$ cat src/thermal_pkg.sv
// Shared constants, types and helpers for the thermal zone supervisor
package thermal_pkg;

  localparam int CLK_HZ = 25_000_000;
  localparam int CONV_TIME_MS = 160;
  // Longest conversion time, rounded down to whole clock cycles
  localparam int CONV_CYCLES = CONV_TIME_MS * (CLK_HZ / 1000);

  // Command byte (pointer) codes
  localparam logic [1:0] PTR_TEMP = 2'h0;
  localparam logic [1:0] PTR_CFG = 2'h1;
  localparam logic [1:0] PTR_HYST = 2'h2;
  localparam logic [1:0] PTR_SET = 2'h3;

  // Upper four bits of the target address; low three come from the address pins
  localparam logic [3:0] ADDR_BASE = 4'h9;
  localparam logic [3:0] BITS_PER_BYTE = 4'h8;

  localparam logic [7:0] CFG_RESET = 8'h00;
  localparam logic [8:0] HYST_RESET = 9'h096;
  localparam logic [8:0] SET_RESET = 9'h0a0;
  localparam logic [8:0] TEMP_RESET = 9'h000;

  typedef struct packed {
    logic alert_status_bit;
    logic interrupt_mask_bit;
    logic zone;
    logic [1:0] fq;
    logic pol;
    logic mode;
    logic shdn;
  } cfg_type;

  typedef enum logic [2:0] {
    BS_IDLE = 3'b000,
    BS_ADDR = 3'b001,
    BS_AACK = 3'b010,
    BS_RX = 3'b011,
    BS_RACK = 3'b100,
    BS_TX = 3'b101,
    BS_MACK = 3'b110
  } bus_state_type;

  // Fault queue depth code to number of consecutive conversions
  function automatic logic [2:0] fault_depth(input logic [1:0] code);
    logic [2:0] d;
    d = 3'h1;
    case (code)
      2'h0: d = 3'h1;
      2'h1: d = 3'h2;
      2'h2: d = 3'h4;
      default: d = 3'h6;
    endcase
    return d;
  endfunction

endpackage

$ cat src/thermal_zone_alarm_control.sv
// Two-wire register slave, alarm logic and conversion control of the supervisor
`timescale 1ns/1ps
// Overview of operation
// - Site write ends, fresh conversion starts
// - Own address seen halts and resets conversion
// - Conversion resumes only after transaction ends
// - Alarm updates on next completed conversion
// - Status reflects new site after depth conversions
// - One control register for active site
// - Eight control bits, top bit read-only status
// - Status bit sets even while alarm masked
// - Control read clears pending alarm and status
// - Low thresholds with 02h read back 82h
// - Thresholds are 9-bit two's complement half-degrees
// - Raised thresholds give under-temperature alarm next
// - Site bit one remote, zero internal
// - Entering interrupt behaviour watches over-temperature first
// - Interrupt behaviour alternates over and under watch
// - Control register resets to all zeros
// - Status set below hysteresis or above setpoint
// - Behaviour bit one interrupt, zero comparator
// - Result sits in bits fifteen to seven
module thermal_zone_alarm_control #(
  parameter int CONV_CYCLES_P = thermal_pkg::CONV_CYCLES
) (
  input wire logic mclk,
  input wire logic nrst,
  input wire logic scl_in,
  input wire logic sda_in,
  output logic sda_o,
  output logic sda_oe,
  input wire logic [2:0] addr_pins,
  input wire logic [8:0] temp_in,
  output logic zone_sel,
  output logic int_o,
  output logic int_oe
);
  import thermal_pkg::*;

  ////////////////////////////////////////////////////////////////////////////
  // Pin synchronisers; edge detection reads only the second stage onward

  logic scl_s1_q, scl_s2_q, scl_p_q;
  logic sda_s1_q, sda_s2_q, sda_p_q;
  logic [2:0] adr_s1_q, adr_s2_q;

  always_ff @(posedge mclk) begin
    if (!nrst) begin
      scl_s1_q <= 1'b1;
      scl_s2_q <= 1'b1;
      scl_p_q <= 1'b1;
      sda_s1_q <= 1'b1;
      sda_s2_q <= 1'b1;
      sda_p_q <= 1'b1;
      adr_s1_q <= 3'h0;
      adr_s2_q <= 3'h0;
    end else begin
      scl_s1_q <= scl_in;
      scl_s2_q <= scl_s1_q;
      scl_p_q <= scl_s2_q;
      sda_s1_q <= sda_in;
      sda_s2_q <= sda_s1_q;
      sda_p_q <= sda_s2_q;
      adr_s1_q <= addr_pins;
      adr_s2_q <= adr_s1_q;
    end
  end

  logic scl_rise, scl_fall, start_ev, stop_ev;
  assign scl_rise = scl_s2_q & ~scl_p_q;
  assign scl_fall = ~scl_s2_q & scl_p_q;
  assign start_ev = scl_s2_q & scl_p_q & sda_p_q & ~sda_s2_q;
  assign stop_ev = scl_s2_q & scl_p_q & ~sda_p_q & sda_s2_q;

  ////////////////////////////////////////////////////////////////////////////
  // Register state and the conversion sequencer

  cfg_type cfg_q, cfg_d;
  logic [8:0] hyst_q, hyst_d, set_q, set_d, temp_q, temp_d;
  logic watch_over_q, watch_over_d, pend_q, pend_d, comp_q, comp_d;
  logic [2:0] cnt_q, cnt_d;
  logic int_oe_q, int_oe_d;
  logic busy_q, busy_d;
  logic conv_done;
  logic [8:0] conv_result;

  // Halted whole while addressed, so the next conversion after any write
  // measures whatever site was just selected
  conv_timer #(
    .CYCLES(CONV_CYCLES_P)
  ) u_conv (
    .mclk(mclk),
    .nrst(nrst),
    .halt(busy_q | cfg_q.shdn),
    .temp_in(temp_in),
    .done(conv_done),
    .result(conv_result)
  );

  ////////////////////////////////////////////////////////////////////////////
  // Two-wire slave

  bus_state_type st_q, st_d;
  logic [3:0] bit_q, bit_d;
  logic [7:0] sh_q, sh_d, tx_q, tx_d, hi_q, hi_d;
  logic [1:0] ptr_q, ptr_d;
  logic first_q, first_d, idx_q, idx_d, rw_q, rw_d, nack_q, nack_d;
  logic sda_oe_q, sda_oe_d;
  logic wr_cfg, wr_hyst, wr_set, rd_cfg;
  logic [7:0] wdata;
  logic [7:0] tx_sel;
  logic nidx;

  always_comb begin
    st_d = st_q;
    bit_d = bit_q;
    sh_d = sh_q;
    tx_d = tx_q;
    hi_d = hi_q;
    ptr_d = ptr_q;
    first_d = first_q;
    idx_d = idx_q;
    rw_d = rw_q;
    nack_d = nack_q;
    sda_oe_d = sda_oe_q;
    busy_d = busy_q;
    wr_cfg = 1'b0;
    wr_hyst = 1'b0;
    wr_set = 1'b0;
    rd_cfg = 1'b0;
    wdata = sh_q;
    nidx = (st_q == BS_AACK) ? 1'b0 : ~idx_q;
    tx_sel = 8'h00;
    case (ptr_q)
      PTR_TEMP: tx_sel = nidx ? {temp_q[0], 7'h00} : temp_q[8:1];
      PTR_CFG: tx_sel = cfg_q;
      PTR_HYST: tx_sel = nidx ? {hyst_q[0], 7'h00} : hyst_q[8:1];
      default: tx_sel = nidx ? {set_q[0], 7'h00} : set_q[8:1];
    endcase
    if (stop_ev) begin
      st_d = BS_IDLE;
      sda_oe_d = 1'b0;
      busy_d = 1'b0;
    end else if (start_ev) begin
      st_d = BS_ADDR;
      bit_d = 4'h0;
      sda_oe_d = 1'b0;
    end else begin
      case (st_q)
        BS_ADDR: begin
          if (scl_rise) begin
            sh_d = {sh_q[6:0], sda_s2_q};
            bit_d = bit_q + 4'h1;
          end else if (scl_fall && bit_q == BITS_PER_BYTE) begin
            if (sh_q[7:1] == {ADDR_BASE, adr_s2_q}) begin
              busy_d = 1'b1;
              rw_d = sh_q[0];
              sda_oe_d = 1'b1;
              st_d = BS_AACK;
            end else begin
              busy_d = 1'b0;
              st_d = BS_IDLE;
            end
          end
        end
        BS_AACK: begin
          if (scl_fall) begin
            bit_d = 4'h0;
            first_d = 1'b1;
            if (rw_q) begin
              idx_d = 1'b0;
              tx_d = tx_sel;
              rd_cfg = (ptr_q == PTR_CFG);
              sda_oe_d = ~tx_sel[7];
              st_d = BS_TX;
            end else begin
              sda_oe_d = 1'b0;
              st_d = BS_RX;
            end
          end
        end
        BS_RX: begin
          if (scl_rise) begin
            sh_d = {sh_q[6:0], sda_s2_q};
            bit_d = bit_q + 4'h1;
          end else if (scl_fall && bit_q == BITS_PER_BYTE) begin
            sda_oe_d = 1'b1;
            st_d = BS_RACK;
            if (first_q) begin
              ptr_d = sh_q[1:0];
              first_d = 1'b0;
              idx_d = 1'b0;
            end else begin
              idx_d = ~idx_q;
              if (ptr_q == PTR_CFG) begin
                wr_cfg = 1'b1;
              end else if (!idx_q) begin
                hi_d = sh_q;
              end else if (ptr_q == PTR_HYST) begin
                wr_hyst = 1'b1;
              end else if (ptr_q == PTR_SET) begin
                wr_set = 1'b1;
              end
            end
          end
        end
        BS_RACK: begin
          if (scl_fall) begin
            sda_oe_d = 1'b0;
            bit_d = 4'h0;
            st_d = BS_RX;
          end
        end
        BS_TX: begin
          if (scl_rise) begin
            bit_d = bit_q + 4'h1;
          end else if (scl_fall) begin
            if (bit_q == BITS_PER_BYTE) begin
              sda_oe_d = 1'b0;
              st_d = BS_MACK;
            end else begin
              tx_d = {tx_q[6:0], 1'b0};
              sda_oe_d = ~tx_q[6];
            end
          end
        end
        BS_MACK: begin
          if (scl_rise) begin
            nack_d = sda_s2_q;
          end else if (scl_fall) begin
            if (nack_q) begin
              st_d = BS_IDLE;
            end else begin
              idx_d = nidx;
              tx_d = tx_sel;
              rd_cfg = (ptr_q == PTR_CFG);
              sda_oe_d = ~tx_sel[7];
              bit_d = 4'h0;
              st_d = BS_TX;
            end
          end
        end
        default: st_d = BS_IDLE;
      endcase
    end
  end

  ////////////////////////////////////////////////////////////////////////////
  // Alarm logic

  logic trig, active;
  logic [2:0] cnt_inc;

  always_comb begin
    cfg_d = cfg_q;
    hyst_d = hyst_q;
    set_d = set_q;
    temp_d = temp_q;
    watch_over_d = watch_over_q;
    pend_d = pend_q;
    comp_d = comp_q;
    cnt_d = cnt_q;
    trig = 1'b0;
    cnt_inc = cnt_q + 3'h1;
    if (wr_cfg) begin
      cfg_d = {cfg_q.alert_status_bit, wdata[6:0]};
      cnt_d = 3'h0;
      if (!cfg_q.mode && wdata[1]) begin
        watch_over_d = 1'b1;
      end
    end
    if (wr_hyst) begin
      hyst_d = {hi_q, sh_q[7]};
    end
    if (wr_set) begin
      set_d = {hi_q, sh_q[7]};
    end
    if (rd_cfg) begin
      cfg_d.alert_status_bit = 1'b0;
      pend_d = 1'b0;
    end
    // Conversion results are handled last so a set beats a same-cycle clear
    if (conv_done) begin
      temp_d = conv_result;
      if (watch_over_q) begin
        trig = $signed(conv_result) > $signed(set_q);
      end else begin
        trig = $signed(conv_result) < $signed(hyst_q);
      end
      if (!trig) begin
        cnt_d = 3'h0;
      end else if (cnt_inc >= fault_depth(cfg_q.fq)) begin
        cnt_d = 3'h0;
        cfg_d.alert_status_bit = 1'b1;
        pend_d = cfg_d.mode;
        comp_d = watch_over_q;
        watch_over_d = ~watch_over_q;
      end else begin
        cnt_d = cnt_inc;
      end
    end
    active = cfg_d.mode ? pend_d : comp_d;
    // Mask releases the pin; polarity picks which state pulls it low
    int_oe_d = ~cfg_d.interrupt_mask_bit & (active ^ cfg_d.pol);
  end

  always_ff @(posedge mclk) begin
    if (!nrst) begin
      st_q <= BS_IDLE;
      bit_q <= 4'h0;
      sh_q <= 8'h00;
      tx_q <= 8'h00;
      hi_q <= 8'h00;
      ptr_q <= PTR_TEMP;
      first_q <= 1'b0;
      idx_q <= 1'b0;
      rw_q <= 1'b0;
      nack_q <= 1'b0;
      sda_oe_q <= 1'b0;
      busy_q <= 1'b0;
      cfg_q <= CFG_RESET;
      hyst_q <= HYST_RESET;
      set_q <= SET_RESET;
      temp_q <= TEMP_RESET;
      watch_over_q <= 1'b1;
      pend_q <= 1'b0;
      comp_q <= 1'b0;
      cnt_q <= 3'h0;
      int_oe_q <= 1'b0;
    end else begin
      st_q <= st_d;
      bit_q <= bit_d;
      sh_q <= sh_d;
      tx_q <= tx_d;
      hi_q <= hi_d;
      ptr_q <= ptr_d;
      first_q <= first_d;
      idx_q <= idx_d;
      rw_q <= rw_d;
      nack_q <= nack_d;
      sda_oe_q <= sda_oe_d;
      busy_q <= busy_d;
      cfg_q <= cfg_d;
      hyst_q <= hyst_d;
      set_q <= set_d;
      temp_q <= temp_d;
      watch_over_q <= watch_over_d;
      pend_q <= pend_d;
      comp_q <= comp_d;
      cnt_q <= cnt_d;
      int_oe_q <= int_oe_d;
    end
  end

  // Open-drain pins only ever pull low
  assign sda_o = 1'b0;
  assign sda_oe = sda_oe_q;
  assign int_o = 1'b0;
  assign int_oe = int_oe_q;
  assign zone_sel = cfg_q.zone;
endmodule // thermal_zone_alarm_control

$ cat src/conv_timer.sv
// Conversion sequencer: back-to-back conversions, reset while halted
`timescale 1ns/1ps
module conv_timer #(
  parameter int CYCLES = 4000000
) (
  input wire logic mclk,
  input wire logic nrst,
  input wire logic halt,
  input wire logic [8:0] temp_in,
  output logic done,
  output logic [8:0] result
);
  import thermal_pkg::*;

  logic [31:0] cnt_q, cnt_d;
  logic done_q, done_d;
  logic [8:0] res_q, res_d;

  always_comb begin
    done_d = 1'b0;
    res_d = res_q;
    if (halt) begin
      cnt_d = 32'h0;
    end else if (cnt_q == 32'(CYCLES - 1)) begin
      cnt_d = 32'h0;
      done_d = 1'b1;
      res_d = temp_in;
    end else begin
      cnt_d = cnt_q + 32'h1;
    end
  end

  always_ff @(posedge mclk) begin
    if (!nrst) begin
      cnt_q <= 32'h0;
      done_q <= 1'b0;
      res_q <= TEMP_RESET;
    end else begin
      cnt_q <= cnt_d;
      done_q <= done_d;
      res_q <= res_d;
    end
  end

  assign done = done_q;
  assign result = res_q;
endmodule // conv_timer

$ cat config.mk
export PLATFORM = sky130hd
export DESIGN_NAME = thermal_zone_alarm_control
export DESIGN_NICKNAME = d
export VERILOG_FILES = /design/src/thermal_pkg.sv /design/src/thermal_zone_alarm_control.sv /design/src/conv_timer.sv
export SDC_FILE = /design/constraint.sdc
export NUM_CORES = 1
export LEC_CHECK = 0
export BUFFER_PORTS_ARGS = -buffer_cell sky130_fd_sc_hd__buf_2
export CAP_MARGIN = 0
export CELL_PAD_IN_SITES_DETAIL_PLACEMENT = 1
export CELL_PAD_IN_SITES_GLOBAL_PLACEMENT = 1
export CORE_MARGIN = 4
export CORE_UTILIZATION = 30
export CTS_BUF_LIST = sky130_fd_sc_hd__clkbuf_16
export DETAILED_ROUTE_END_ITERATION = 7
export GPL_ROUTABILITY_DRIVEN = 0
export PLACE_DENSITY = 0.51
export SYNTH_ARGS = -nofsm -noshare
export SYNTH_HDL_FRONTEND = slang
export SYNTH_SLANG_ARGS = --single-unit
$ cat constraint.sdc
create_clock -name mclk -period 2.6 [get_ports mclk]
set_input_delay 0.52 -clock mclk [delete_from_list [all_inputs] [get_ports mclk]]
set_output_delay 0.52 -clock mclk [all_outputs]
set_load 0.05 [all_outputs]
# After elaboration in Yosys (flattened, before gate mapping)
# Index checks and enable logic that the tools add are counted.
# op_classes
n_lt_le_gt_ge,3
n_eq_ne,43
bitwise_logic,26
n_addsub,3
n_mux,128
reduce_logical,32
# ops
op,n
$mux W1,81
$mux W7,9
$mux W3,19
$ne A3 B3 Y1 const B,12
$reduce_and A11 Y1,3
$add A32 B1 Y32 const B,1
$eq A32 B22 Y1 const B,1
$ne A2 B2 Y1 const B,15
$mux W4,6
$mux W8,3
$pmux W8 S3,1
$pmux W7 S3,1
$pmux W3 S6,1
$reduce_and A6 Y1,3
$not A1 Y1,16
$reduce_and A13 Y1,1
$pmux W4 S3,1
$reduce_and A4 Y1,3
$reduce_and A10 Y1,1
$eq A3 B3 Y1 const B,3
$gt A9 B9 Y1,1
$lt A9 B9 Y1,1
$pmux W3 S3,1
$reduce_or A3 Y1,3
28 further kinds,48
# totals
in_bits,16
ff_bits,134
elab_cells,274
out_inout_bits,5

# Logic depth before layout (Yosys ltp)
# logic_depth
depth_word,15
ltp_mapped,10
depth_no_buf,9

# Cells and area by module
# A second synthesis with hierarchy kept.
# hier_totals
cells_unflattened,769
area_unflattened_um2,6567.5
# by_module_without_submodules
mod,area_each_um2,seq_area_each_um2,n_inst,cells_per_inst
thermal_zone_alarm_control,4670.7,1841.8,1,560
conv_timer,1896.8,840.8,1,209

# Worst setup path after synthesis
# OpenSTA, ideal clock, no wires.
# synth_timing
path_type,register -> register
start,register set_q[2]
end,register int_oe_q (netlist: int_oe)
path_stages_with_launch,10
setup_ns,0.079
setup_slack_ns,0.421
t_required_ns,2.521
arrival_time_ns,2.100
path_buffers,0
synth_period_minus_slack_ns,2.179
cell_sequence,dfxtp_1 > inv_1 > ha_1 > a211o_1 > a221o_1 > a21oi_2 > nor4_1 > a211o_1 > o211a_1 > a211oi_2
# synth_between
elab_chain_len,8
elab_cells_between_ends,10
classes_between,order compare: 1; mux: 7; bitwise: 2
# synth_rtl
item,line,text
start: declaration,thermal_zone_alarm_control.sv:79,"logic [8:0] hyst_q, hyst_d, set_q, set_d, temp_q, temp_d;"
start signal: assignment,thermal_zone_alarm_control.sv:345,set_q <= set_d;
$gt A9 B9 Y1 *,thermal_zone_alarm_control.sv:286,trig = $signed(conv_result) > $signed(set_q);
$mux W1 *,thermal_zone_alarm_control.sv:285,if (watch_over_q) begin
$mux W1 *,thermal_zone_alarm_control.sv:283,if (conv_done) begin
$mux W1,thermal_zone_alarm_control.sv:290,if (!trig) begin
$mux W1,thermal_zone_alarm_control.sv:283,
$mux W1 *,thermal_zone_alarm_control.sv:302,active = cfg_d.mode ? pend_d : comp_d;
$xor A1 B1 Y1 *,thermal_zone_alarm_control.sv:304,int_oe_d = ~cfg_d.interrupt_mask_bit & (active ^ cfg_d.pol);
$and A1 B1 Y1 *,thermal_zone_alarm_control.sv:304,
end signal: assignment,thermal_zone_alarm_control.sv:351,int_oe_q <= int_oe_d;
end: declaration,thermal_zone_alarm_control.sv:82,"logic int_oe_q, int_oe_d;"
# Mark *: on every way between the ends. The rest lies on a longest branch, timed or not. The select of a mux whose other input is x is not followed.
# A chain may end at the register's enable or synchronous reset.

# Worst setup path after layout
# layout_timing
start,register hyst_q[8]
end,register int_oe_q (netlist: int_oe)
# layout_between
elab_chain_len,8
elab_cells_between_ends,10
classes_between,order compare: 1; mux: 7; bitwise: 2
# layout_rtl
item,line,text
start: declaration,thermal_zone_alarm_control.sv:79,
start signal: assignment,thermal_zone_alarm_control.sv:344,hyst_q <= hyst_d;
$lt A9 B9 Y1 *,thermal_zone_alarm_control.sv:288,trig = $signed(conv_result) < $signed(hyst_q);
$mux W1 *,thermal_zone_alarm_control.sv:285,
$mux W1 *,thermal_zone_alarm_control.sv:283,
$mux W1,thermal_zone_alarm_control.sv:290,
$mux W1,thermal_zone_alarm_control.sv:283,
$mux W1 *,thermal_zone_alarm_control.sv:302,
$xor A1 B1 Y1 *,thermal_zone_alarm_control.sv:304,
$and A1 B1 Y1 *,thermal_zone_alarm_control.sv:304,
# Marks and branches as above.

==> summary.md <==
| Metric | Value |
|---|---|
| P&R area growth vs syn | `16.68%` |
| FFs w/ async S/R, synth | `0%` |
| Synth Instances | `~740` |
| Via-to-Cell Ratio | `about 5` |
| GRT Total Usage | `between 10% and 20%` |
| Starting DRC count in detailed routing | `196` |
| Grt total ovfl | `0` |
| First-pass GRT wire length | `29.39 mm` |
| HPWL Detailed | `approximately 13 mm` |
| Synth area leaders | `dfxtp_1 (42%), mux2i_1 (8.8%), nor2_1 (6.5%)` |
| Critical path startpoint category | `register` |
| IO Port Bufs | `18` |
| Via count | `between 5000 and 6000` |
| TritonCTS clock tree | `done` |
| RSZ-0062 raised after global routing | `false` |
| Max clock buf depth | `2` |
| Req. time, crit path | `slightly below 3 ns` |
| Row cnt | `53` |
| Die width | `roughly 150 um` |
| Share of the synthesized area in the top cell type | `approximately 42%` |
| Leak pwr | `2.849 nW` |
| Leading area contributor after synthesis | `dfxtp_1` |
| FMAX | `around 420 MHz` |
| H-tree Lvls | `4` |
| Die ar. | `about 0.024 mm^2` |
| Post-synth EDFFs | `0` |
| Status | `finished, final reports clean` |
| Layout cells sized above 1 | `between 10% and 20%` |
| DRC violations left | `0` |
| Post-Route WL | `17.79 mm` |
| Crit Path Max Fanout | `4` |
| Initial Util | `around 30%` |
| Routed Antenna Nets | `0` |
| Ys flop type | `dfxtp_1` |
| # Max-Cap Violations | `0` |
| Final Skew | `~0.0083 ns` |
| CP endpoint kind | `register` |
| Final Setup Violations | `0` |
| Ports | `21` |
| Synthesized flop and latch total | `around 130` |
| Slew Viols, Final | `0` |
| Worst reg-to-reg setup slack | `0.23 ns` |
| Worst Path Arrival | `around 2.7 ns` |
| CTS clock-pin slew for the worst setup and hold paths | `about 0.060 ns` |
| Final period util | `between 90% and 100%` |
| Post-synth cell types | `63` |
| Largest net degree at the start of global routing | `33` |
| Cell area after layout | `0.007441 mm^2` |
| Total power draw | `about 0.0047 W` |
| First-pass DRT Iterations | `4` |
| Seq/Total Area, Yosys | `42.06%` |
| Initial antenna violation count | `0` |
| Syn_area_per_cell | `between 8 and 9 um^2` |
| WS Path Type | `reg2reg` |
| Hold_buf cts | `0` |
| Setup TNS | `0 ns` |
| CTS Buf Count | `17` |
| Number of global-route vias before repair | `5506` |
| Pwr Density | `629.0 mW/mm^2` |
| Avg WL per Cell | `16.94 um` |
| Slew HR | `about three fifths` |
| Actual slew at the worst max-slew pin | `0.5758 ns` |
| Most common cell after layout, fill and taps aside | `dfxtp_1` |
| Core Area | `approximately 0.021 mm^2` |
| Skew-Pair Late Insertion Delay | `0.41 ns` |
| Worst Hold Class | `in2reg` |
| CTS resizes | `0` |
| Antenna cells | `0` |
| Cell Area, Placed | `around 0.0069 mm^2` |
| Nets | `803` |
| Final hold viol count | `0` |
| CTS Sinks | `between 100 and 150` |
| Setup Fix Bufs, Post-CTS | `0` |
| Peak VDD IR | `0.3599 mV` |
| Most frequent cells in the layout | `dfxtp_1 (134), nor2_1 (111), nand2_1 (81)` |
| Root Buffer | `clkbuf_16` |
| Mapped cell area | `approximately 0.0064 mm^2` |
| Yosys Warn Count | `0` |
| Die span in y | `around 150 um` |
| Tmin final | `roughly 2.4 ns` |
==> metrics by stage <==
stage / hold slack, ns / instances / utilization, % / setup slack (ns)
2_1_floorplan: 0.3863 / 739 / - / 0.4205
3_3_place_gp: 0.3958 / 1019 / 32.70 / 0.3083
3_5_place_dp: 0.3938 / 1019 / 32.70 / 0.2531
4_1_cts: 0.2679 / 1050 / 35.51 / 0.2195
5_1_grt: 0.2631 / 1050 / 35.51 / 0.04698
6_report: 0.2851 / 1050 / 35.51 / 0.2263
==> worst max-delay path, stage by stage (launching register included) <==
cell and delay, ns:
dfxtp_1 0.36, inv_1 0.06, ha_1 0.31, or3b_1 0.36, a221oi_2 0.18, o21a_2 0.18
a211oi_2 0.07, o311ai_1 0.37, o21ai_0 0.18, a211oi_2 0.23
==> layer usage <==
layer	up-vias	track usage [%]	part of all wire [%]
met5	-	0	0
met4	0	4.500	1.8
met3	13	3.715	2.4
met2	48	26.38	48
met1	2497	19.93	48
li1	2605	-	-
==> synth_stat cells (all sizes together), types with 2 or more instances <==
| library cell | instances |
|---|---|
| a211o | 3 |
| a211oi | 7 |
| a21oi | 39 |
| a221oi | 2 |
| a311oi | 2 |
| a31oi | 2 |
| and2 | 9 |
| and2b | 2 |
| and3 | 10 |
| and3b | 2 |
| and4 | 5 |
| buf | 15 |
| clkbuf | 20 |
| dfxtp | 134 |
| ha | 24 |
| inv | 40 |
| mux2 | 3 |
| mux2i | 56 |
| nand2 | 81 |
| nand2b | 15 |
| nand3 | 20 |
| nand4 | 12 |
| nand4b | 2 |
| nor2 | 112 |
| nor3 | 11 |
| nor3b | 2 |
| nor4 | 6 |
| nor4b | 4 |
| o211ai | 14 |
| o21a | 5 |
| o21ai | 13 |
| o22ai | 7 |
| o311ai | 8 |
| or3 | 4 |
| xnor2 | 10 |
| xor2 | 24 |
==> cell type report <==
cell class | count | area (um^2)
inverter | 40 | 150.1
clock buffer | 17 | 425.4
clock inverter | 14 | 162.7
sequential | 134 | 2683
fill | 2474 | 13510
tap | 275 | 344.1
multi-input combinational | 530 | 3396
timing repair buffer | 40 | 280.3
==> flip-flops by register name, summed over array words and instances (netlist names), 2 cells and up <==
name,flops
u_conv.cnt_q,32
ptr_q,2
adr_s2_q,3
hi_q,8
cnt_q,3
set_q,9
tx_q,7
adr_s1_q,3
sh_q,8
st_q,3
bit_q,4
u_conv.result,9
cfg_q,7
hyst_q,9
temp_q,9
==> kinds of logic (layout without fill, tap and decap cells) <==
kind of cell    count (synthesis)  count (layout)  synth area share, %
other cells                     1               2              0.05880
xor+xnor                       34              34                4.669
flops                         134             134                42.06
mux                            60              60                9.672
simple gates                  301             301                22.54
fa+ha+maj                      24              24                4.709
compound gates                109             109                11.54
buf+inv                        75             111                4.748
==> final timing paths <==
path	start	endpoint	cells after the start
worst max-delay path	hyst_q[8]	int_oe	9
worst min-delay path	scl_in	scl_s1_q	2
worst max register to register	hyst_q[8]	int_oe	9
worst min register to register	scl_s1_q	scl_s2_q	1
==> where the power goes <==
group	internal [W]	switching (W)
clock network	0.00149	0.000931
logic	0.0000591	0.000115
registers	0.00207	0.0000111
total	0.00362	0.00106
(Power assumes the default switching activity.)
